===== config.mk =====
export PLATFORM = sky130hd
export DESIGN_NAME = dftr_manager
export DESIGN_NICKNAME = d
export VERILOG_FILES = /design/src/dftr_pkg.sv /design/src/dftr_manager.sv
export SDC_FILE = /design/constraint.sdc
export NUM_CORES = 1
export LEC_CHECK = 0
export BUFFER_PORTS_ARGS = -buffer_cell sky130_fd_sc_hd__buf_2
export CAP_MARGIN = 0
export CORE_ASPECT_RATIO = 1.75
export CORE_UTILIZATION = 25
export DETAILED_ROUTE_END_ITERATION = 12
export PLACE_DENSITY_LB_ADDON = 0.08
export SLEW_MARGIN = 20
export SYNTH_ARGS = -nofsm -noshare
export SYNTH_HDL_FRONTEND = slang
export SYNTH_SLANG_ARGS = --single-unit

===== constraint.sdc =====
create_clock -name clk_i -period 7.7 [get_ports clk_i]
set_clock_uncertainty 0.15 [all_clocks]
set_input_delay 0.77 -clock clk_i [delete_from_list [all_inputs] [get_ports clk_i]]
set_output_delay 0.77 -clock clk_i [all_outputs]
set_load 0.02 [all_outputs]

===== src/dftr_pkg.sv =====
// Purpose: Shared constants and types of the drive fault, trip and reset manager.
// Assumes: A 10 MHz system clock.
// Notes: Fault and display codes are byte-wide.

package dftr_pkg;

  // ==========================================================================
  // Timing
  // ==========================================================================
  localparam int CLK_KHZ = 10_000;
  localparam int RECOVER_MS = 1000;
  localparam int RECOVER_CYC = RECOVER_MS * CLK_KHZ;
  localparam int RES_MIN_MS = 100;
  localparam int RES_MIN_CYC = RES_MIN_MS * CLK_KHZ;

  // ==========================================================================
  // Drive phase
  // ==========================================================================
  localparam logic [1:0] PH_ACCEL = 2'h0;
  localparam logic [1:0] PH_CONST = 2'h1;
  localparam logic [1:0] PH_DECEL = 2'h2;
  localparam logic [1:0] PH_STOP = 2'h3;

  // ==========================================================================
  // Fault and display codes
  // ==========================================================================
  localparam logic [7:0] FC_NONE = 8'h00;
  localparam logic [7:0] FC_OC_ACCEL = 8'h01;
  localparam logic [7:0] FC_OC_CONST = 8'h02;
  localparam logic [7:0] FC_OC_DECEL = 8'h03;
  localparam logic [7:0] FC_OV_ACCEL = 8'h04;
  localparam logic [7:0] FC_OV_CONST = 8'h05;
  localparam logic [7:0] FC_OV_DECEL = 8'h06;
  localparam logic [7:0] FC_RETRY_EXCESS = 8'h07;
  localparam logic [7:0] FC_GENERIC = 8'h0e;
  localparam logic [7:0] FC_MARK_LO = 8'h20;
  localparam logic [7:0] FC_MARK_HI = 8'h2f;
  localparam logic [7:0] DISP_RESET = 8'h80;
  localparam logic [7:0] DISP_STALL_OC = 8'h81;
  localparam logic [7:0] DISP_STALL_OV = 8'h82;
  localparam logic [7:0] DISP_ALARM = 8'h83;
  localparam logic [7:0] RETRY_LIMIT_DEF = 8'h05;

  // ==========================================================================
  // States
  // ==========================================================================
  typedef enum logic [1:0] {
    ST_RECOVER = 2'b00,
    ST_RUN = 2'b01,
    ST_TRIP = 2'b10,
    ST_HOLD = 2'b11
  } dftr_state_t;

endpackage


===== src/dftr_manager.sv =====
// Purpose: Sorts abnormal conditions, trips the drive output on faults and manages reset and recovery.
// Assumes: Panel stop key, reset request and power-good arrive asynchronously from pins.
// Notes: Fault detectors, warnings and alarms arrive from logic on the same clock.
//
// What this block does
// [RULE1] Any fault stops the power output and shows that fault on the display.
// [RULE2] After a trip the output stays stopped until an accepted reset.
// [RULE3] Error messages from panel or parameter unit are only displayed, never trip.
// [RULE4] Warnings are displayed and never trip the output.
// [RULE5] Alarms never trip; when enabled an alarm output is driven.
// [RULE6] Faults trip the output and raise the fault output together.
// [RULE7] Every reset clears thermal integration and the automatic restart count.
// [RULE8] After reset release the block waits about one second before running.
// [RULE9] The stop key resets only while a fault trip is active.
// [RULE10] Power loss then restore resets the block and clears any trip.
// [RULE11] A reset request held longer than 0.1 s is a valid reset.
// [RULE12] While the reset request stays active, stay in reset with flashing reset indication.
// [RULE13] Overcurrent trips get three codes by accel, constant or decel/stop phase.
// [RULE14] Overvoltage trips get three codes by the same three phases.
// [RULE15] Active stall prevention shows separate non-tripping overcurrent and overvoltage warnings.
// [RULE16] For the older parameter unit marked fault codes display as generic 14.
// [RULE17] Error messages leave the output running and unaffected.
// [RULE18] The tripping fault code is latched and held until the next reset.

`timescale 1ns/1ns

module dftr_manager #(
  parameter int RECOVER_CYC = dftr_pkg::RECOVER_CYC,
  parameter int RES_MIN_CYC = dftr_pkg::RES_MIN_CYC,
  parameter logic [7:0] RETRY_LIMIT = dftr_pkg::RETRY_LIMIT_DEF
) (
  input wire logic clk_i,
  input wire logic sys_rst_i,
  input wire logic stop_key_i,
  input wire logic reset_request_input_i,
  input wire logic power_ok_i,
  input wire logic [1:0] drive_phase_i,
  input wire logic overcurrent_det_i,
  input wire logic overvoltage_det_i,
  input wire logic ext_fault_i,
  input wire logic [7:0] ext_fault_code_i,
  input wire logic retry_attempt_i,
  input wire logic stall_overcurrent_warning_i,
  input wire logic stall_overvoltage_warning_i,
  input wire logic alarm_det_i,
  input wire logic alarm_out_en_i,
  input wire logic err_msg_i,
  input wire logic [7:0] err_msg_code_i,
  input wire logic legacy_unit_i,
  output logic trip_o,
  output logic fault_o,
  output logic alarm_o,
  output logic ready_o,
  output logic [7:0] fault_code_o,
  output logic [7:0] disp_code_o,
  output logic disp_flash_o,
  output logic thermal_clear_o,
  output logic [7:0] retry_count_o
);

  // ==========================================================================
  // State
  // ==========================================================================
  typedef struct packed {
    dftr_pkg::dftr_state_t state;
    logic [31:0] res_cnt;
    logic [31:0] rec_cnt;
    logic [1:0] stop_s;
    logic stop_prev;
    logic [1:0] res_s;
    logic [1:0] pwr_s;
    logic [7:0] code;
    logic [7:0] retry_cnt;
    logic trip;
    logic fault;
    logic alarm;
    logic ready;
    logic [7:0] disp;
    logic flash;
    logic thermal_clr;
  } dftr_regs_t;

  dftr_regs_t st_reg;
  dftr_regs_t st_next;

  localparam dftr_regs_t RST_VAL = '{
    state: dftr_pkg::ST_RECOVER, res_cnt: 32'h0, rec_cnt: 32'h0, stop_s: 2'h0, stop_prev: 1'b0,
    res_s: 2'h0, pwr_s: 2'h0, code: dftr_pkg::FC_NONE, retry_cnt: 8'h00, trip: 1'b1, fault: 1'b0,
    alarm: 1'b0, ready: 1'b0, disp: dftr_pkg::FC_NONE, flash: 1'b0, thermal_clr: 1'b1};

  // ==========================================================================
  // Decoding
  // ==========================================================================
  function automatic logic [7:0] phase_code(input logic [7:0] base, input logic [1:0] ph);
    logic [7:0] c;
    c = base;
    unique case (ph)
      dftr_pkg::PH_ACCEL: c = base;
      dftr_pkg::PH_CONST: c = base + 8'h01;
      dftr_pkg::PH_DECEL: c = base + 8'h02;
      dftr_pkg::PH_STOP: c = base + 8'h02;
    endcase
    return c;
  endfunction

  function automatic logic is_marked(input logic [7:0] c);
    return (c >= dftr_pkg::FC_MARK_LO) && (c <= dftr_pkg::FC_MARK_HI);
  endfunction

  logic stop_edge;
  logic res_act;
  logic res_valid;
  logic pwr_ok;
  logic fault_any;
  logic [7:0] fault_sel;

  always_comb begin
    stop_edge = st_reg.stop_s[1] & ~st_reg.stop_prev;
    res_act = st_reg.res_s[1];
    pwr_ok = st_reg.pwr_s[1];
    res_valid = res_act && (st_reg.res_cnt >= 32'(RES_MIN_CYC)); // [RULE11]
    fault_any = overcurrent_det_i | overvoltage_det_i | ext_fault_i | (st_reg.retry_cnt >= RETRY_LIMIT);
    if (overcurrent_det_i) begin
      fault_sel = phase_code(dftr_pkg::FC_OC_ACCEL, drive_phase_i); // [RULE13]
    end else if (overvoltage_det_i) begin
      fault_sel = phase_code(dftr_pkg::FC_OV_ACCEL, drive_phase_i); // [RULE14]
    end else if (st_reg.retry_cnt >= RETRY_LIMIT) begin
      fault_sel = dftr_pkg::FC_RETRY_EXCESS;
    end else begin
      fault_sel = ext_fault_code_i;
    end
  end

  // ==========================================================================
  // Next state
  // ==========================================================================
  always_comb begin
    st_next = st_reg;
    st_next.thermal_clr = 1'b0;
    st_next.stop_s = {st_reg.stop_s[0], stop_key_i};
    st_next.stop_prev = st_reg.stop_s[1];
    st_next.res_s = {st_reg.res_s[0], reset_request_input_i};
    st_next.pwr_s = {st_reg.pwr_s[0], power_ok_i};
    if (!res_act) begin
      st_next.res_cnt = 32'h0;
    end else if (st_reg.res_cnt < 32'(RES_MIN_CYC)) begin
      st_next.res_cnt = st_reg.res_cnt + 32'h1;
    end
    if (retry_attempt_i && (st_reg.retry_cnt != 8'hff)) begin
      st_next.retry_cnt = st_reg.retry_cnt + 8'h01;
    end
    if (!pwr_ok || res_valid) begin
      if (st_reg.state != dftr_pkg::ST_HOLD) begin
        st_next.thermal_clr = 1'b1; // [RULE7]
      end
      st_next.state = dftr_pkg::ST_HOLD; // [RULE10] [RULE12]
      st_next.retry_cnt = 8'h00; // [RULE7]
      st_next.code = dftr_pkg::FC_NONE;
    end else begin
      unique case (st_reg.state)
        dftr_pkg::ST_HOLD: begin
          st_next.retry_cnt = 8'h00;
          if (!res_act) begin
            st_next.state = dftr_pkg::ST_RECOVER;
            st_next.rec_cnt = 32'h0;
          end
        end
        dftr_pkg::ST_RECOVER: begin
          st_next.rec_cnt = st_reg.rec_cnt + 32'h1;
          if (fault_any) begin
            st_next.state = dftr_pkg::ST_TRIP;
            st_next.code = fault_sel;
          end else if (st_reg.rec_cnt >= 32'(RECOVER_CYC - 1)) begin
            st_next.state = dftr_pkg::ST_RUN; // [RULE8]
          end
        end
        dftr_pkg::ST_RUN: begin
          if (fault_any) begin
            st_next.state = dftr_pkg::ST_TRIP; // [RULE1] [RULE6]
            st_next.code = fault_sel; // [RULE18]
          end
        end
        dftr_pkg::ST_TRIP: begin
          if (stop_edge) begin
            st_next.state = dftr_pkg::ST_RECOVER; // [RULE9] [RULE2]
            st_next.rec_cnt = 32'h0;
            st_next.thermal_clr = 1'b1; // [RULE7]
            st_next.retry_cnt = 8'h00;
            st_next.code = dftr_pkg::FC_NONE;
          end
        end
      endcase
    end
    st_next.trip = (st_next.state != dftr_pkg::ST_RUN); // [RULE2]
    st_next.ready = (st_next.state == dftr_pkg::ST_RUN);
    st_next.fault = (st_next.state == dftr_pkg::ST_TRIP); // [RULE6]
    st_next.alarm = alarm_det_i & alarm_out_en_i; // [RULE5]
    st_next.flash = (st_next.state == dftr_pkg::ST_HOLD); // [RULE12]
    if (st_next.state == dftr_pkg::ST_HOLD) begin
      st_next.disp = dftr_pkg::DISP_RESET;
    end else if (st_next.state == dftr_pkg::ST_TRIP) begin
      st_next.disp = (legacy_unit_i && is_marked(st_next.code)) ? dftr_pkg::FC_GENERIC : st_next.code; // [RULE16]
    end else if (stall_overcurrent_warning_i) begin
      st_next.disp = dftr_pkg::DISP_STALL_OC; // [RULE15] [RULE4]
    end else if (stall_overvoltage_warning_i) begin
      st_next.disp = dftr_pkg::DISP_STALL_OV; // [RULE15]
    end else if (alarm_det_i) begin
      st_next.disp = dftr_pkg::DISP_ALARM;
    end else if (err_msg_i) begin
      st_next.disp = err_msg_code_i; // [RULE3] [RULE17]
    end else begin
      st_next.disp = dftr_pkg::FC_NONE;
    end
  end

  always_ff @(posedge clk_i or posedge sys_rst_i) begin
    if (sys_rst_i) begin
      st_reg <= RST_VAL;
    end else begin
      st_reg <= st_next;
    end
  end

  assign trip_o = st_reg.trip;
  assign fault_o = st_reg.fault;
  assign alarm_o = st_reg.alarm;
  assign ready_o = st_reg.ready;
  assign fault_code_o = st_reg.code;
  assign disp_code_o = st_reg.disp;
  assign disp_flash_o = st_reg.flash;
  assign thermal_clear_o = st_reg.thermal_clr;
  assign retry_count_o = st_reg.retry_cnt;

  logic quiet;
  assign quiet = pwr_ok && !res_valid;
endmodule


==> impl_metrics.json <==
{
  "yosysMostFrequentCell": "dfrtp_1",
  "cts_hold_buf": 0,
  "drc_errors": 0,
  "synth_commonest_cells": "dfrtp_1 (101), nor2_1 (54), nand2_1 (32)",
  "clk_pin_slew_ps": 70,
  "finalHoldViolCount": 0,
  "min_period_ps": 3080,
  "detail-route-antenna-nets": 0,
  "clock_latency_ps": 360,
  "syn_area_um2": 5390,
  "drt-total-wl_mm": 14.7,
  "cp_slowest_cell": "nor2_1",
  "slew_viol_final": 0,
  "post_cts_buffers": 0,
  "leakage_nw": 2.62,
  "synth_top_family_by_area": "simple AND/OR/NAND/NOR gates",
  "synth_cells": 553,
  "crit_chain": "nor4_1 > nand3_1 > a21o_1 > a21oi_4 > inv_2 > nor2_1 > a21oi_1",
  "rows": 70,
  "critical_path_class": "flip-flop to flip-flop",
  "syn_area_per_cell_um2": 9.75,
  "synthSimpleGateAreaFrac_pct": 23.3,
  "grt_use_total_pct": 13.8,
  "cts_buffers": 9,
  "dieWidth_um": 113,
  "numPortBuffers": 62,
  "ir_drop_mv": 0.106,
  "critPathRequiredTime_ps": 7750,
  "fmax_mhz": 325,
  "cts_tree": "done",
  "antenna_found_initial": 0,
  "area_growth_pct": 12.2,
  "synth_mux_area_share_pct": 0.603,
  "core_area_um2": 21000,
  "relSlewSlack_pct": 31.0,
  "cp-end-kind": "flip-flop",
  "drive_above_1_share_pct": 18.2,
  "vias_per_cell": 5.07,
  "grt_pass1_wl_mm": 23.4,
  "fin_ws_ps": 4620,
  "tns_ps": 0,
  "postCtsResizedCells": 0,
  "nNetsFinal": 623,
  "dp_slack_ps": 4580,
  "cts.htree.levels": 3,
  "grt_pass1_vias": 4328,
  "routedWlPerCell_um": 17.5,
  "period_share_pct": 40.0,
  "ys.flop_type": "dfrtp_1",
  "synth.area.top_cells": "dfrtp_1 (47%), nor2_1 (3.8%), buf_4 (3.3%)",
  "cts.path.max_buffers": 2,
  "cpPeakStageDelay_ps": 710,
  "critical_path_arrival_ps": 3130,
  "synth_top_cell_area_share_pct": 46.9,
  "drt-initial-drc-count": 179,
  "hold_class": "flip-flop to flip-flop",
  "drt_first_pass_iters": 4,
  "ys_seq_area_share_pct": 47.9,
  "cap_violations": 0,
  "cp-start-kind": "flip-flop",
  "synth_cell_types": 67,
  "syn-num-nets": 592,
  "grt_overflow_total": 0,
  "antennaDiodeCount": 0,
  "synth_xor_xnor_area_share_pct": 4.55,
  "yosysTopAreaCell": "dfrtp_1",
  "synth-compound-area-share_pct": 15.9,
  "async_reset_ff_share_pct": 100,
  "io_pins": 63,
  "crit_fanout": 23,
  "status": "finished clean",
  "start_util_pct": 25.6,
  "rsz0062_at_grt": "false",
  "p_per_area_nw_per_um2": 186,
  "num_vias": 4260,
  "setup_viol": 0,
  "tightest_slew_ps": 1030,
  "dieArea_um2": 22200,
  "dieHeight_um": 196,
  "yosys_register_bits": 103,
  "place.gp.congestion": 0.741,
  "synth_fa_ha_area_share_pct": 1.39,
  "cts_root_buffer": "clkbuf_16",
  "yosysWarnings": 0,
  "grt_max_degree": 57,
  "largest_reg_flops": 67,
  "place_hpwl_mm": 10.7,
  "cts.sinks": 103,
  "synth_edf_count": 0
}
## worst paths after layout
kind                                        startpoint                        end  slack (ps)  cells after the start
worst max-delay path            st_reg[99]$_DFFE_PP0P_     st_reg[65]$_DFFE_PP0P_        4620                      7
worst min-delay path             st_next[36]$_DFF_PP0_      st_next[34]$_DFF_PP0_         200                      0
worst max register to register  st_reg[99]$_DFFE_PP0P_     st_reg[65]$_DFFE_PP0P_        4620                      7
worst min register to register   st_next[36]$_DFF_PP0_      st_next[34]$_DFF_PP0_         200                      0
max in group asynchronous                    sys_rst_i     st_reg[90]$_DFFE_PP0P_        5860                      3
min in group asynchronous                    sys_rst_i  fault_code_o[4]$_DFF_PP0_         330                      2
## cells in the final DEF, fill, tap and decap left out, types with 5 or more instances in the layout
cell | Yosys | final
dfrtp_1 | 101 | 101
buf_2 | 3 | 62
nor2_1 | 54 | 54
nand2_1 | 32 | 32
a21oi_1 | 29 | 29
and2_1 | 28 | 28
o21ai_0 | 28 | 28
nand3_1 | 24 | 24
nand4_1 | 19 | 19
inv_1 | 16 | 15
xor2_1 | 15 | 15
xnor2_1 | 13 | 13
o31ai_1 | 12 | 12
and3_1 | 10 | 10
or4_1 | 10 | 10
a31oi_1 | 9 | 9
clkbuf_16 | 0 | 9
a22oi_1 | 8 | 8
nor3_1 | 6 | 6
nor4_1 | 6 | 6
and4_1 | 6 | 6
or3_1 | 6 | 6
ha_1 | 6 | 6
nand2b_1 | 5 | 5
## area by class of cell
type,count,area (µm²)
Sequential cell,103,2580
Tap cell,252,315
Timing Repair Buffer,66,340
Fill cell,2206,15000
Inverter,17,66.3
Clock inverter,7,55.1
Clock buffer,9,225
Multi-Input combinational cell,387,2470
## report_power, final
group,total (mW),internal (mW),switching [mW],leakage [nW]
Sequential,0.565,0.552,0.0130,1.39
Clock,0.448,0.223,0.226,0.132
Combinational,0.113,0.0340,0.0788,1.10
Total,1.13,0.809,0.317,2.62
## routing by layer
metal	wire length (µm)	GRT usage [%]
met1	5840	14.8
met4	404	6.77
met3	394	2.44
met2	8090	25.8
met5	0	0
## worst max-delay path, delay by kind of cell (launching register included)
family | cells | cell delay (ps)
AOI/OAI and AO/OA | 3 | 800
buffers and inverters | 1 | 260
DFF | 1 | 380
and+or+nand+nor | 3 | 1320
## through the flow
step                hold WS [ps]  cell area [µm²]  power (mW)  util, %  instances
finish                       203             6050        1.13     28.8        841
global route                 213             6050        1.18     28.8        841
CTS                          206             6050        1.15     28.8        841
detailed placement           187             5770       0.692     27.4        825
global placement             185             5770       0.691     27.4        825
floorplan                    181             5390       0.652        -        553
## cells by family after synthesis
kind of cell    Yosys count
simple gates            227
fa+ha+maj                 6
compound gates          123
mux                       3
xor+xnor                 28
buf+inv                  63
flops                   103
No activity file was read; power rests on OpenSTA's default activity.
